### config.mk
export PLATFORM = sky130hd
export DESIGN_NAME = can_message_slot_controller
export DESIGN_NICKNAME = d
export VERILOG_FILES = /design/src/can_slot_pkg.sv /design/src/rx_hold_buffer.sv /design/src/can_message_slot_controller.sv
export SDC_FILE = /design/constraint.sdc
export NUM_CORES = 1
export LEC_CHECK = 0
export ABC_AREA = 1
export BUFFER_PORTS_ARGS = -buffer_cell sky130_fd_sc_hd__clkbuf_2
export CAP_MARGIN = 30
export CORE_MARGIN = 2
export CORE_UTILIZATION = 60
export DETAILED_ROUTE_END_ITERATION = 8
export PLACE_DENSITY = 0.93
export SLEW_MARGIN = 40
export SYNTH_ARGS = -nofsm -noshare
export SYNTH_HDL_FRONTEND = slang
export SYNTH_SLANG_ARGS = --single-unit
### constraint.sdc
create_clock -name ref_clk -period 8.9 [get_ports ref_clk]
set_input_delay 1.78 -clock ref_clk [delete_from_list [all_inputs] [get_ports ref_clk]]
set_output_delay 1.78 -clock ref_clk [all_outputs]
set_load 0.01 [all_outputs]
### src/can_slot_pkg.sv
/*
 * Constants, types and field layout for the CAN message-slot controller.
 * Assumes a single 10 MHz clock and a protocol engine outside that reports
 * frame events as one-cycle pulses.
 */
// How it works
// - both requests 0 configures; receive alone receives data
// - transmit request alone makes a data transmit slot
// - remote transmit slot sends, then receives data
// - matching identifier first turns it into receiver
// - remote receive slot answers with data afterwards
// - response lock holds back the automatic answer
// - lowest matching receive slot stores the message
// - own frames stored only in loop-back mode
// - start of frame sets receiver state if nothing is pending or sending
// - new and invalid flags set, invalid clears later
// - enabled slot raises receive interrupt, mailbox updates
// - unread slot overwritten sets message lost flag
// - pending transmit request starts at next opportunity
// - lowest request transmits; arbitration loss clears flags
// - failed transmission after winning retries same slot
// - success sets status, mailbox, enabled interrupt, sent data except on remote sender
// - sent data clear ignored while transmit request set
// - separate receive, transmit, error and wake interrupts
package can_slot_pkg;

  // ************************************************************
  // Sizes
  // ************************************************************
  localparam int SLOTS  = 16;
  localparam int SLOT_W = 4;
  localparam int CTRL_W = 8;
  localparam int WORD_W = 16;
  localparam int BUF_W  = SLOT_W + 1 + WORD_W;

  // ************************************************************
  // Slot control byte layout
  // ************************************************************
  localparam int CTRL_TRQ  = 7;  // Transmit request
  localparam int CTRL_RRQ  = 6;  // Receive request
  localparam int CTRL_REM  = 5;  // Remote frame
  localparam int CTRL_LOCK = 4;  // Response lock
  localparam int CTRL_LOST = 2;  // Write 0 clears message lost
  localparam int CTRL_SENT = 1;  // Write 0 clears sent data
  localparam int CTRL_NEW  = 0;  // Write 0 clears new data

  typedef logic [SLOTS-1:0]  slot_vec_t;
  typedef logic [SLOT_W-1:0] slot_num_t;
  typedef logic [CTRL_W-1:0] ctrl_t;
  typedef logic [WORD_W-1:0] word_t;
  typedef logic [1:0]        buf_cnt_t;

  // ************************************************************
  // Reset values and handy constants
  // ************************************************************
  localparam slot_vec_t VEC_ZERO  = 16'h0000;
  localparam slot_vec_t VEC_ONE   = 16'h0001;
  localparam slot_num_t SLOT_ZERO = 4'h0;
  localparam buf_cnt_t  BUF_EMPTY = 2'h0;
  localparam buf_cnt_t  BUF_STEP  = 2'h1;
  localparam buf_cnt_t  BUF_FULL  = 2'h2;

  typedef enum {TX_IDLE, TX_ACTIVE} tx_state_t;

endpackage : can_slot_pkg

### src/rx_hold_buffer.sv
/*
 * Two-entry buffer with valid/ready on both sides.
 * Assumes the drain side may hold ready low for any number of cycles.
 */
`timescale 1ns/1ps
module rx_hold_buffer #(
  parameter int DW = can_slot_pkg::BUF_W
) (
  input  wire logic          ref_clk,
  input  wire logic          sys_rst,
  input  wire logic          inValid,
  output logic               inReady,
  input  wire logic [DW-1:0] inData,
  output logic               outValid,
  input  wire logic          outReady,
  output logic [DW-1:0]      outData
);
  import can_slot_pkg::*;

  logic [DW-1:0] ent_q [2];
  logic          wrPtr_q;
  logic          rdPtr_q;
  buf_cnt_t      cnt_q;
  buf_cnt_t      cnt_d;
  logic          push;
  logic          pop;

  // Handshakes and flags from the occupancy count
  assign inReady  = (cnt_q != BUF_FULL);
  assign outValid = (cnt_q != BUF_EMPTY);
  assign outData  = ent_q[rdPtr_q];
  assign push     = inValid & inReady;
  assign pop      = outValid & outReady;

  // Occupancy after this cycle's push and pop
  always_comb begin
    case ({push, pop})
      2'h2:    cnt_d = cnt_q + BUF_STEP;
      2'h1:    cnt_d = cnt_q - BUF_STEP;
      default: cnt_d = cnt_q;
    endcase
  end

  // Storage and pointers
  always_ff @(posedge ref_clk) begin
    if (sys_rst) begin
      wrPtr_q <= 1'b0;
      rdPtr_q <= 1'b0;
      cnt_q   <= BUF_EMPTY;
    end else begin
      if (push) begin
        ent_q[wrPtr_q] <= inData;
        wrPtr_q        <= ~wrPtr_q;
      end
      if (pop) rdPtr_q <= ~rdPtr_q;
      cnt_q <= cnt_d;
    end
  end

endmodule : rx_hold_buffer

### src/can_message_slot_controller.sv
/*
 * Sixteen-slot message controller of one CAN channel: slot roles,
 * receive storage flags, transmit selection, status and interrupts.
 * Assumes a protocol engine that pulses frame events, pushes payload
 * words of an accepted frame after its receive-done pulse, and a slot
 * memory that takes words on a valid/ready port.
 */
`timescale 1ns/1ps
module can_message_slot_controller (
  input  wire logic                    ref_clk,
  input  wire logic                    sys_rst,
  input  wire logic                    loopBack,
  input  wire logic                    swWrite,
  input  wire can_slot_pkg::slot_num_t swSlot,
  input  wire can_slot_pkg::ctrl_t     swCtrl,
  input  wire can_slot_pkg::slot_vec_t slotInterruptEnable,
  input  wire logic                    busErrEnable,
  input  wire logic                    rxSof,
  input  wire logic                    rxDone,
  input  wire can_slot_pkg::slot_vec_t rxMatch,
  input  wire logic                    rxRemote,
  input  wire logic                    rxOwn,
  input  wire logic                    rxWordValid,
  output logic                         rxWordReady,
  input  wire can_slot_pkg::word_t     rxWord,
  input  wire logic                    rxWordLast,
  output logic                         slotWrValid,
  input  wire logic                    slotWrReady,
  output can_slot_pkg::slot_num_t      slotWrSlot,
  output can_slot_pkg::word_t          slotWrWord,
  output logic                         slotWrLast,
  input  wire logic                    txBusFree,
  input  wire logic                    txArbLost,
  input  wire logic                    txFail,
  input  wire logic                    txDone,
  output logic                         txStart,
  output can_slot_pkg::slot_num_t      txSlotNum,
  input  wire logic                    errPassiveEvt,
  input  wire logic                    busOffEvt,
  input  wire logic                    busErrEvt,
  input  wire logic                    wakeEvt,
  output can_slot_pkg::slot_vec_t      newDataFlag,
  output can_slot_pkg::slot_vec_t      invalidDataFlag,
  output can_slot_pkg::slot_vec_t      messageLostFlag,
  output can_slot_pkg::slot_vec_t      sentDataFlag,
  output can_slot_pkg::slot_vec_t      transmittingActive,
  output can_slot_pkg::slot_vec_t      remoteActive,
  output logic                         receiverState,
  output logic                         transmitterState,
  output can_slot_pkg::slot_num_t      mailboxSlotNumber,
  output logic                         receptionSuccess,
  output logic                         transmissionSuccess,
  output logic                         rxIrq,
  output logic                         txIrq,
  output logic                         errIrq,
  output logic                         wakeIrq
);
  import can_slot_pkg::*;

  // ************************************************************
  // State
  // ************************************************************
  slot_vec_t trq_q, rrq_q, rem_q, lock_q;
  slot_vec_t new_data_flag_q, invalid_q, lost_q, sent_q, remAct_q, txAct_q;
  slot_num_t rxSlot_q, txSlot_q, mailbox_q;
  tx_state_t txState_q, txState_d;
  logic      retry_q, rxStore_q, rxState_q, trState_q;
  logic      reception_success_q, trnSucc_q, txStart_q;
  logic      rxIrq_q, txIrq_q, errIrq_q, wakeIrq_q;

  slot_vec_t swSel, dataRxSlot, remRxSlot, txElig, rxCand, rxHitOH;
  slot_vec_t txOH, txOkOH, txOkRemote, drainOH;
  slot_vec_t clrNew, clrLost, clrSent, armRemote, dropRemote;
  slot_num_t rxHitNum, txPick, launchNum;
  logic      rxAccept, rxHit, txActive, txPending, retryOk, txLaunch;
  logic      cfgRemote, bufInValid, drainLast;
  logic [BUF_W-1:0] bufIn, bufOut;

  function automatic slot_num_t lowestSlot(input slot_vec_t v);
    slot_num_t n;
    n = SLOT_ZERO;
    for (int i = SLOTS - 1; i >= 0; i--) begin
      if (v[i]) n = slot_num_t'(i);
    end
    return n;
  endfunction : lowestSlot

  // ************************************************************
  // Slot roles
  // ************************************************************
  // data receive slot; remote sender still open to data
  assign dataRxSlot = (~trq_q & rrq_q & ~rem_q & ~lock_q)
                    | (trq_q & ~rrq_q & rem_q);
  // remote receive slot waits while remote-active is set
  assign remRxSlot  = ~trq_q & rrq_q & rem_q & remAct_q;
  // data sender, remote sender, unlocked remote answer
  assign txElig = ~sent_q & ((trq_q & ~rrq_q & ~rem_q & ~lock_q)
                | (trq_q & ~rrq_q & rem_q & remAct_q)
                | (~trq_q & rrq_q & rem_q & ~remAct_q & ~lock_q));
  assign cfgRemote = swCtrl[CTRL_REM] & (swCtrl[CTRL_TRQ] ^ swCtrl[CTRL_RRQ]);
  assign swSel     = swWrite ? (VEC_ONE << swSlot) : VEC_ZERO;
  assign armRemote  = swSel & {SLOTS{cfgRemote}} & ~trq_q & ~rrq_q;
  assign dropRemote = swSel & {SLOTS{~cfgRemote}};

  // ************************************************************
  // Reception
  // ************************************************************
  // own frames are only taken back in loop-back mode
  assign rxAccept = rxDone & (~rxOwn | loopBack);
  assign rxCand   = rxMatch & (rxRemote ? remRxSlot : dataRxSlot);
  assign rxHit    = rxAccept & (|rxCand);
  assign rxHitNum = lowestSlot(rxCand);
  assign rxHitOH  = rxHit ? (VEC_ONE << rxHitNum) : VEC_ZERO;

  // Software clears; hardware sets win in the same cycle
  assign clrNew  = swSel & {SLOTS{~swCtrl[CTRL_NEW]}};
  assign clrLost = swSel & {SLOTS{~swCtrl[CTRL_LOST]}};
  // sent data stays locked while transmit request is set
  assign clrSent = swSel & {SLOTS{~swCtrl[CTRL_SENT]}} & ~trq_q;

  // Payload path through the hold buffer, tagged with its slot
  assign bufInValid = rxWordValid & rxStore_q;
  assign bufIn      = {rxSlot_q, rxWordLast, rxWord};
  assign slotWrSlot = bufOut[BUF_W-1 -: SLOT_W];
  assign slotWrLast = bufOut[WORD_W];
  assign slotWrWord = bufOut[WORD_W-1:0];
  assign drainLast  = slotWrValid & slotWrReady & slotWrLast;
  assign drainOH    = drainLast ? (VEC_ONE << slotWrSlot) : VEC_ZERO;

  rx_hold_buffer #(.DW(BUF_W)) rx_hold_buffer_inst (
    .ref_clk  (ref_clk),
    .sys_rst  (sys_rst),
    .inValid  (bufInValid),
    .inReady  (rxWordReady),
    .inData   (bufIn),
    .outValid (slotWrValid),
    .outReady (slotWrReady),
    .outData  (bufOut)
  );

  // ************************************************************
  // Transmission
  // ************************************************************
  assign txActive  = (txState_q == TX_ACTIVE);
  assign txPending = |txElig;
  assign txPick    = lowestSlot(txElig);
  assign retryOk   = retry_q & txElig[txSlot_q];
  // a failed slot is retried before any other
  assign launchNum = retryOk ? txSlot_q : txPick;
  // start as soon as the bus is free and nothing is received
  assign txLaunch  = ~txActive & txBusFree & txPending & ~rxState_q;
  assign txOH       = VEC_ONE << txSlot_q;
  assign txOkOH     = (txActive & txDone) ? txOH : VEC_ZERO;
  assign txOkRemote = txOkOH & trq_q & ~rrq_q & rem_q;

  // Transmit sequencer
  always_comb begin
    txState_d = txState_q;
    case (txState_q)
      TX_IDLE:   if (txLaunch) txState_d = TX_ACTIVE;
      TX_ACTIVE: if (txArbLost | txFail | txDone) txState_d = TX_IDLE;
      default:   txState_d = TX_IDLE;
    endcase
  end

  // ************************************************************
  // Slot control registers
  // ************************************************************
  always_ff @(posedge ref_clk) begin
    if (sys_rst) begin
      trq_q  <= VEC_ZERO;
      rrq_q  <= VEC_ZERO;
      rem_q  <= VEC_ZERO;
      lock_q <= VEC_ZERO;
    end else begin
      trq_q  <= (trq_q & ~swSel) | (swSel & {SLOTS{swCtrl[CTRL_TRQ]}});
      rrq_q  <= (rrq_q & ~swSel) | (swSel & {SLOTS{swCtrl[CTRL_RRQ]}});
      rem_q  <= (rem_q & ~swSel) | (swSel & {SLOTS{swCtrl[CTRL_REM]}});
      // clearing the lock releases the answer
      lock_q <= (lock_q & ~swSel) | (swSel & {SLOTS{swCtrl[CTRL_LOCK]}});
    end
  end

  // Per-slot status flags
  always_ff @(posedge ref_clk) begin
    if (sys_rst) begin
      new_data_flag_q <= VEC_ZERO;
      invalid_q <= VEC_ZERO;
      lost_q    <= VEC_ZERO;
      sent_q    <= VEC_ZERO;
      remAct_q  <= VEC_ZERO;
    end else begin
      // new and invalid set together on a stored frame
      new_data_flag_q <= (new_data_flag_q & ~clrNew) | rxHitOH;
      invalid_q <= (invalid_q & ~drainOH) | rxHitOH;
      // overwrite of unread data marks the loss
      lost_q    <= (lost_q & ~clrLost) | (rxHitOH & new_data_flag_q);
      sent_q    <= (sent_q & ~clrSent) | (txOkOH & ~txOkRemote);
      // remote role ends on send or reception
      remAct_q  <= (remAct_q & ~dropRemote & ~rxHitOH & ~txOkOH)
                 | armRemote;
    end
  end

  // ************************************************************
  // Transmit and receive tracking
  // ************************************************************
  always_ff @(posedge ref_clk) begin
    if (sys_rst) begin
      txState_q <= TX_IDLE;
      txAct_q   <= VEC_ZERO;
      txSlot_q  <= SLOT_ZERO;
      retry_q   <= 1'b0;
      trState_q <= 1'b0;
      txStart_q <= 1'b0;
    end else begin
      txState_q <= txState_d;
      txStart_q <= txLaunch;
      if (txLaunch) begin
        txSlot_q  <= launchNum;
        txAct_q   <= VEC_ONE << launchNum;
        trState_q <= 1'b1;
      end else if (txActive & (txArbLost | txFail | txDone)) begin
        // lost arbitration returns both flags to idle
        txAct_q   <= VEC_ZERO;
        trState_q <= 1'b0;
        // only a failure after winning keeps the retry
        retry_q   <= txFail & ~txArbLost & ~txDone;
      end
    end
  end

  // Receiver state and storing target
  always_ff @(posedge ref_clk) begin
    if (sys_rst) begin
      rxState_q <= 1'b0;
      rxStore_q <= 1'b0;
      rxSlot_q  <= SLOT_ZERO;
    end else begin
      // start of frame with nothing pending to send
      if (rxSof & ~txPending & ~txActive) rxState_q <= 1'b1;
      else if (rxDone) rxState_q <= 1'b0;
      if (rxHit) begin
        rxSlot_q  <= rxHitNum;
        rxStore_q <= 1'b1;
      end else if (bufInValid & rxWordReady & rxWordLast) begin
        rxStore_q <= 1'b0;
      end
    end
  end

  // ************************************************************
  // Channel status and interrupts
  // ************************************************************
  always_ff @(posedge ref_clk) begin
    if (sys_rst) begin
      mailbox_q <= SLOT_ZERO;
      reception_success_q <= 1'b0;
      trnSucc_q <= 1'b0;
      rxIrq_q   <= 1'b0;
      txIrq_q   <= 1'b0;
      errIrq_q  <= 1'b0;
      wakeIrq_q <= 1'b0;
    end else begin
      // mailbox names the slot of the latest success
      if (rxHit) mailbox_q <= rxHitNum;
      else if (|txOkOH) mailbox_q <= txSlot_q;
      if (rxHit) reception_success_q <= 1'b1;
      else if (rxSof) reception_success_q <= 1'b0;
      if (|txOkOH) trnSucc_q <= 1'b1;
      else if (txLaunch) trnSucc_q <= 1'b0;
      // separate receive, transmit, error and wake requests
      rxIrq_q   <= |(rxHitOH & slotInterruptEnable);
      txIrq_q   <= |(txOkOH & slotInterruptEnable);
      errIrq_q  <= errPassiveEvt | busOffEvt | (busErrEvt & busErrEnable);
      wakeIrq_q <= wakeEvt;
    end
  end

  // Outputs from flip-flops
  assign newDataFlag         = new_data_flag_q;
  assign invalidDataFlag     = invalid_q;
  assign messageLostFlag     = lost_q;
  assign sentDataFlag        = sent_q;
  assign transmittingActive  = txAct_q;
  assign remoteActive        = remAct_q;
  assign receiverState       = rxState_q;
  assign transmitterState    = trState_q;
  assign mailboxSlotNumber   = mailbox_q;
  assign receptionSuccess    = reception_success_q;
  assign transmissionSuccess = trnSucc_q;
  assign txStart             = txStart_q;
  assign txSlotNum           = txSlot_q;
  assign rxIrq               = rxIrq_q;
  assign txIrq               = txIrq_q;
  assign errIrq              = errIrq_q;
  assign wakeIrq             = wakeIrq_q;
endmodule : can_message_slot_controller

# Word-level counts from Yosys, hierarchy flattened
# Memory sizes are Yosys's and may differ from the RTL's. A register that Yosys moved wholly into a read port is not among the register bits.
# Cells that the tools add are included.
# classes
n_addsub,2
multipliers,0
div_mod_pow,0
n_lt_le_gt_ge,1
n_eq_ne,7
n_shift,5
n_mux,63
bitwise_logic,109
reduce_logical,16
# ops
op,count
$and 16x16->16,44
$not 16->16,15
$or 16x16->16,12
$mux 4,35
$mux 16,7
$reduce_or 16->1,5
$shl 1x4->16 const A,5
$mux 32,2
$pmux 32 s2,1
$eq 32x1->1 const B,1
$eq 32x2->1 const B,1
$logic_not 32->1,1
$and 1x1->1,19
$mux 1,16
$reduce_bool 2->1,8
$not 1->1,13
$ne 2x2->1 const B,3
$lt 4x5->1 const B,1
$or 1x1->1,5
$bmux 1 s4,1
$pmux 2 s2,1
$reduce_and 2->1,2
$add 2x1->2 const B,1
$eq 2x1->1 const B,1
3 further kinds,3
# totals
regBits,219
latch_bits,0
ramBits,42
romBits,0
inputBits,80
out_inout_bits,136
elab_cells,232
n_memories,1
# mem_list
memory,depth,width,read_ports,rd_clocked_by_memory_dff,wr,line_no,rtl
rx_hold_buffer_inst.ent_q,2,21,1,1,1,rx_hold_buffer.sv:20,logic [DW-1:0] ent_q [2];

# Longest topological paths before layout
# logic_depth
ltp_word,29
mapped_depth,28
depth_no_buf,28

# Cells and area by module
# From an unflattened synthesis, not the netlist that was laid out.
# hier_totals
cells_unflattened,1421
hier_area_um2,10984.3
# modules_own_cells
mod,n_inst,cells_per_inst,area_per_inst_um2,seq_area_each_um2
can_message_slot_controller,1,1318,9135.0,3683.5
rx_hold_buffer,1,103,1849.3,1361.3

# Least setup slack after synthesis
# No wires, ideal clock.
# synth_timing
path_type,in2reg
start,input port sys_rst
end,memory rx_hold_buffer_inst.ent_q[1][0] (netlist name) (enable)
setup_ns,0.425
t_arrival_ns,3.621
t_required_ns,8.475
path_slack_ns,4.853
stages,3
path_buffers,2
path_cell_list,clkbuf_1 -> clkbuf_1 -> nor3_1
# synth_between
elab_chain_cells,2
# synth_lines
item,line_no,rtl
start: declaration,can_message_slot_controller.sv:11,"input wire logic sys_rst,"
$mux 1,rx_hold_buffer.sv:46,if (sys_rst) begin
$mux 1 (not written as such),rx_hold_buffer.sv:52,ent_q[wrPtr_q] <= inData;
end: declaration,rx_hold_buffer.sv:20,
# Every way passes these cells.

# Worst setup path after layout
# layout_timing
start,input port rxRemote
end,register remAct_q[3] (netlist: remoteActive[3])
# layout_between
elab_chain_cells,24
word_cells_on_any_way,26
classes_between,1 x shift; 18 x mux; 6 x bitwise; 1 x reduce/logical
# layout_lines
item,line_no,rtl
start: declaration,can_message_slot_controller.sv:21,"input wire logic rxRemote,"
$mux 16 *,can_message_slot_controller.sv:110,assign rxCand = rxMatch & (rxRemote ? remRxSlot : dataRxSlot);
$and 16x16->16 *,can_message_slot_controller.sv:110,
$mux 4 (16 in a row),can_message_slot_controller.sv:83,if (v[i]) n = slot_num_t'(i);
$shl 1x4->16,can_message_slot_controller.sv:113,assign rxHitOH = rxHit ? (VEC_ONE << rxHitNum) : VEC_ZERO;
$mux 16 *,can_message_slot_controller.sv:113,
$not 16->16 *,can_message_slot_controller.sv:200,remAct_q <= (remAct_q & ~dropRemote & ~rxHitOH & ~txOkOH)
$and 16x16->16 * (2 in a row),can_message_slot_controller.sv:200,
$or 16x16->16 *,can_message_slot_controller.sv:201,| armRemote;
end signal: assignment,can_message_slot_controller.sv:200,
end: declaration,can_message_slot_controller.sv:64,"slot_vec_t new_data_flag_q, invalid_q, lost_q, sent_q, remAct_q, txAct_q;"
# Every way passes the cells marked *; elsewhere a longest branch is shown, timed or not.
# A chain may end at the register's enable or synchronous reset.

==> impl_metrics.env <==
export IMPL_holdWs_ns=0.466
export IMPL_synth_seq_area_share=0.464
export IMPL_drtPass1Iterations=6
export IMPL_yosysTopAreaCellShare=0.348
export IMPL_run_status="finished clean"
export IMPL_cpPeakStageDelay_ns=0.56
export IMPL_combPwrFrac=0.135
export IMPL_syn_num_nets=1505
export IMPL_setup_ws_ns=4.14
export IMPL_synth_fa_ha_area_frac=0.00115
export IMPL_crit_fanout=21
export IMPL_grt_max_degree=74
export IMPL_critical_path_top_delay_family="buffers and inverters"
export IMPL_synth_seq_cells=231
export IMPL_drv_slew=0
export IMPL_cp_arrival_ns=5.19
export IMPL_synthFlopType="dfxtp_1"
export IMPL_max_slew_margin_rel=0.400
export IMPL_yosys_mux_area_fraction=0.0176
export IMPL_cts_tree="yes"
export IMPL_worstPathCellList="clkbuf_2, inv_2, o311ai_0, nand3_1, nand2_1, nor2_1, nand2_1, o21ai_2, nor2_4, inv_1, nor2_1, inv_1, o211ai_1, a21oi_1"
export IMPL_ctsResizeCount=0
export IMPL_fin_skew_ns=0.0183
export IMPL_crit_path_start_kind="input port"
export IMPL_ant_nets=0
export IMPL_critPathBufInv=4
export IMPL_synthTopCellsByCount="226 x nand2_1, 189 x dfxtp_1, 177 x a21oi_1, 169 x inv_1, 161 x nor2_1"
export IMPL_htreeDepth=1
export IMPL_critPathSlowestCell="o21ai_2"
export IMPL_netSwitchingPower_uw=695
export IMPL_hold_depth=2
export IMPL_place_ws_ns=3.91
export IMPL_die_area_mm2=0.0192
export IMPL_rsz0062_at_grt="no"
export IMPL_via_count=11600
export IMPL_tns_ns=0
export IMPL_synth_xor_area_share=0
export IMPL_yosysMostFrequentCell="nand2_1"
export IMPL_synthCells=1424
export IMPL_design_area_mm2=0.0129
export IMPL_synth_cell_type_count=51
export IMPL_cts_made_buffers=24
export IMPL_overflow=0
export IMPL_post_dp_hpwl_um=25800
export IMPL_final_setup_viol_count=0
export IMPL_p_int_mw=1.75
export IMPL_hold_viol=0
export IMPL_dieHeight_um=139
export IMPL_grt_total_usage=0.361
export IMPL_cts_setup_buffers=0
export IMPL_drtIter0Drc=1699
export IMPL_cts_root_buf="clkbuf_16"
export IMPL_period_minus_slack_ns=4.76
export IMPL_worstHoldEndpoint="transmittingActive[11]"
export IMPL_insertion_delay_ns=0.52
export IMPL_wl_per_cell_um=19.7
export IMPL_initial_core_util=0.609
export IMPL_endpoint_kind="flip-flop"
export IMPL_pin_count=216
export IMPL_core_area_mm2=0.0178
export IMPL_dpl_instance_area_mm2=0.0121
export IMPL_netSwitchingFraction=0.285
export IMPL_synth_compound_area_frac=0.207
export IMPL_first_global_vias=10500
export IMPL_seqPwrFrac=0.461
export IMPL_synth_area_mm2=0.0109
export IMPL_worstMarginPinSlew_ns=0.893
export IMPL_avgViaCountPerCell=6.20
export IMPL_post_route_drc_count=0
export IMPL_avgSynthCellArea_um2=7.63
export IMPL_antenna_found_initial=1
export IMPL_worstSetupPathType="input port to flip-flop"
export IMPL_max_clock_freq_mhz=210
export IMPL_drive_above_1_share=0.200
export IMPL_numClockSinks=231
export IMPL_clockPowerShare=0.404
export IMPL_clockBufferDepth=3
export IMPL_gp_congestion=0.971
export IMPL_drt_wl_total_um=36900
export IMPL_synthesis_yosys_warnings=0
export IMPL_dp_cells=1828
export IMPL_fin_cells=1872
export IMPL_die_x_um=139
export IMPL_yosysTopAreaCell="dfxtp_1"
export IMPL_holdCritPathClass="flip-flop to flip-flop"
export IMPL_min_from="transmittingActive[11]"
export IMPL_synth_area_leaders="dfxtp_1 35%, edfxtp_1 12%, a21oi_1 8.1%, nand2_1 7.8%, inv_1 5.8%"
export IMPL_cap_violations=0
export IMPL_areaGrowthSynthToFinish_pct=18.3
export IMPL_ir_drop_mv=0.182
export IMPL_final_nets=1706
export IMPL_finalCritPeriodShare=0.534
export IMPL_postCtsHoldBufs=0
export IMPL_yosys_area_share_simple=0.230
export IMPL_timing_rr_end="remoteActive[0]"
export IMPL_grt_pass1_wl_um=55500
export IMPL_reg2reg_slack_ns=5.76
export IMPL_p_leak_nw=5.22
export IMPL_portBuffers=214
export IMPL_synthArstFlopShare=0
export IMPL_clk_pin_slew_ns=0.06
export IMPL_r2r_cells=14
export IMPL_worstPathRequired_ns=9.33
export IMPL_synth_top_family_by_area="simple AND/OR/NAND/NOR gates"
export IMPL_p_per_area_mw_per_mm2=190
export IMPL_rows=49
export IMPL_final_util=0.721
export IMPL_synth_edf_count=42
export IMPL_finalPower_mw=2.44
==> cells by family after synthesis <==
family                     count (synthesis)
AOI/OAI and AO/OA                        395
muxes                                     17
and+or+nand+nor                          558
adders and majority gates                  1
DFF                                      231
buffers and inverters                    222
==> final cells by class <==
class | instances | area [um^2]
timing repair buffer | 217 | 1100
multi-input combinational | 971 | 4970
inverter | 180 | 678
tap | 229 | 287
antenna | 1 | 2.50
sequential | 231 | 5050
clock inverter | 12 | 92.6
fill | 1317 | 4980
clock buffer | 31 | 688
==> layout by cell type (no fill, tap or decap), drive strengths merged, types with 2 or more instances in the layout <==
cell,n
clkbuf,244
nand2,234
dfxtp,189
inv,180
a21oi,179
nor2,174
o21ai,125
nand3,79
edfxtp,42
nand4,32
o31ai,30
nor3,23
mux2,17
o211ai,14
a31oi,13
clkinv,10
o21a,8
nor4,7
o2111ai,6
nand3b,4
a31o,4
a221oi,4
buf,4
o21bai,4
a22o,3
or2,3
clkinvlp,2
==> power by group through the flow <==
stage               Combinational (mW)  Clock (mW)  Sequential [mW]
finish                           0.329       0.987             1.13
global route                     0.351        1.03             1.13
CTS                              0.319       0.983             1.12
detailed placement               0.313           0             1.15
global placement                 0.302           0             1.14
floorplan                        0.204           0             1.14
==> routing by layer <==
metal / track usage / up-vias / wire length [um]
met1: 0.463 / 5240 / 13100
met2: 0.576 / 926 / 16400
met5: 0 / - / 10
li1: - / 5256 / -
met3: 0.0815 / 183 / 5200
met4: 0.184 / 2 / 2220
==> worst max path at each step <==
stage          startpoint                               to  cells past startpoint
2_1_floorplan     sys_rst  rx_hold_buffer_inst.ent_q[1][0]                      3
3_3_place_gp     rxRemote                            rxIrq                     17
3_5_place_dp     rxRemote                            rxIrq                     17
4_1_cts          rxRemote                            rxIrq                     17
5_1_grt          rxRemote                            rxIrq                     17
6_report         rxRemote                  remoteActive[3]                     14
==> worst register-to-register path, stage by stage (launching register included) <==
cell and delay [ns]:
dfxtp_1 0.33, inv_1 0.08, nand2_1 0.09, o311ai_0 0.31, nand3_1 0.28, nand2_1 0.16
nor2_1 0.09, nand2_1 0.13, o21ai_2 0.22, nor2_4 0.50, inv_1 0.20, nor2_1 0.26
inv_1 0.17, o211ai_1 0.12, a21oi_1 0.08
Note: power is estimated with default switching activity, not from simulation.
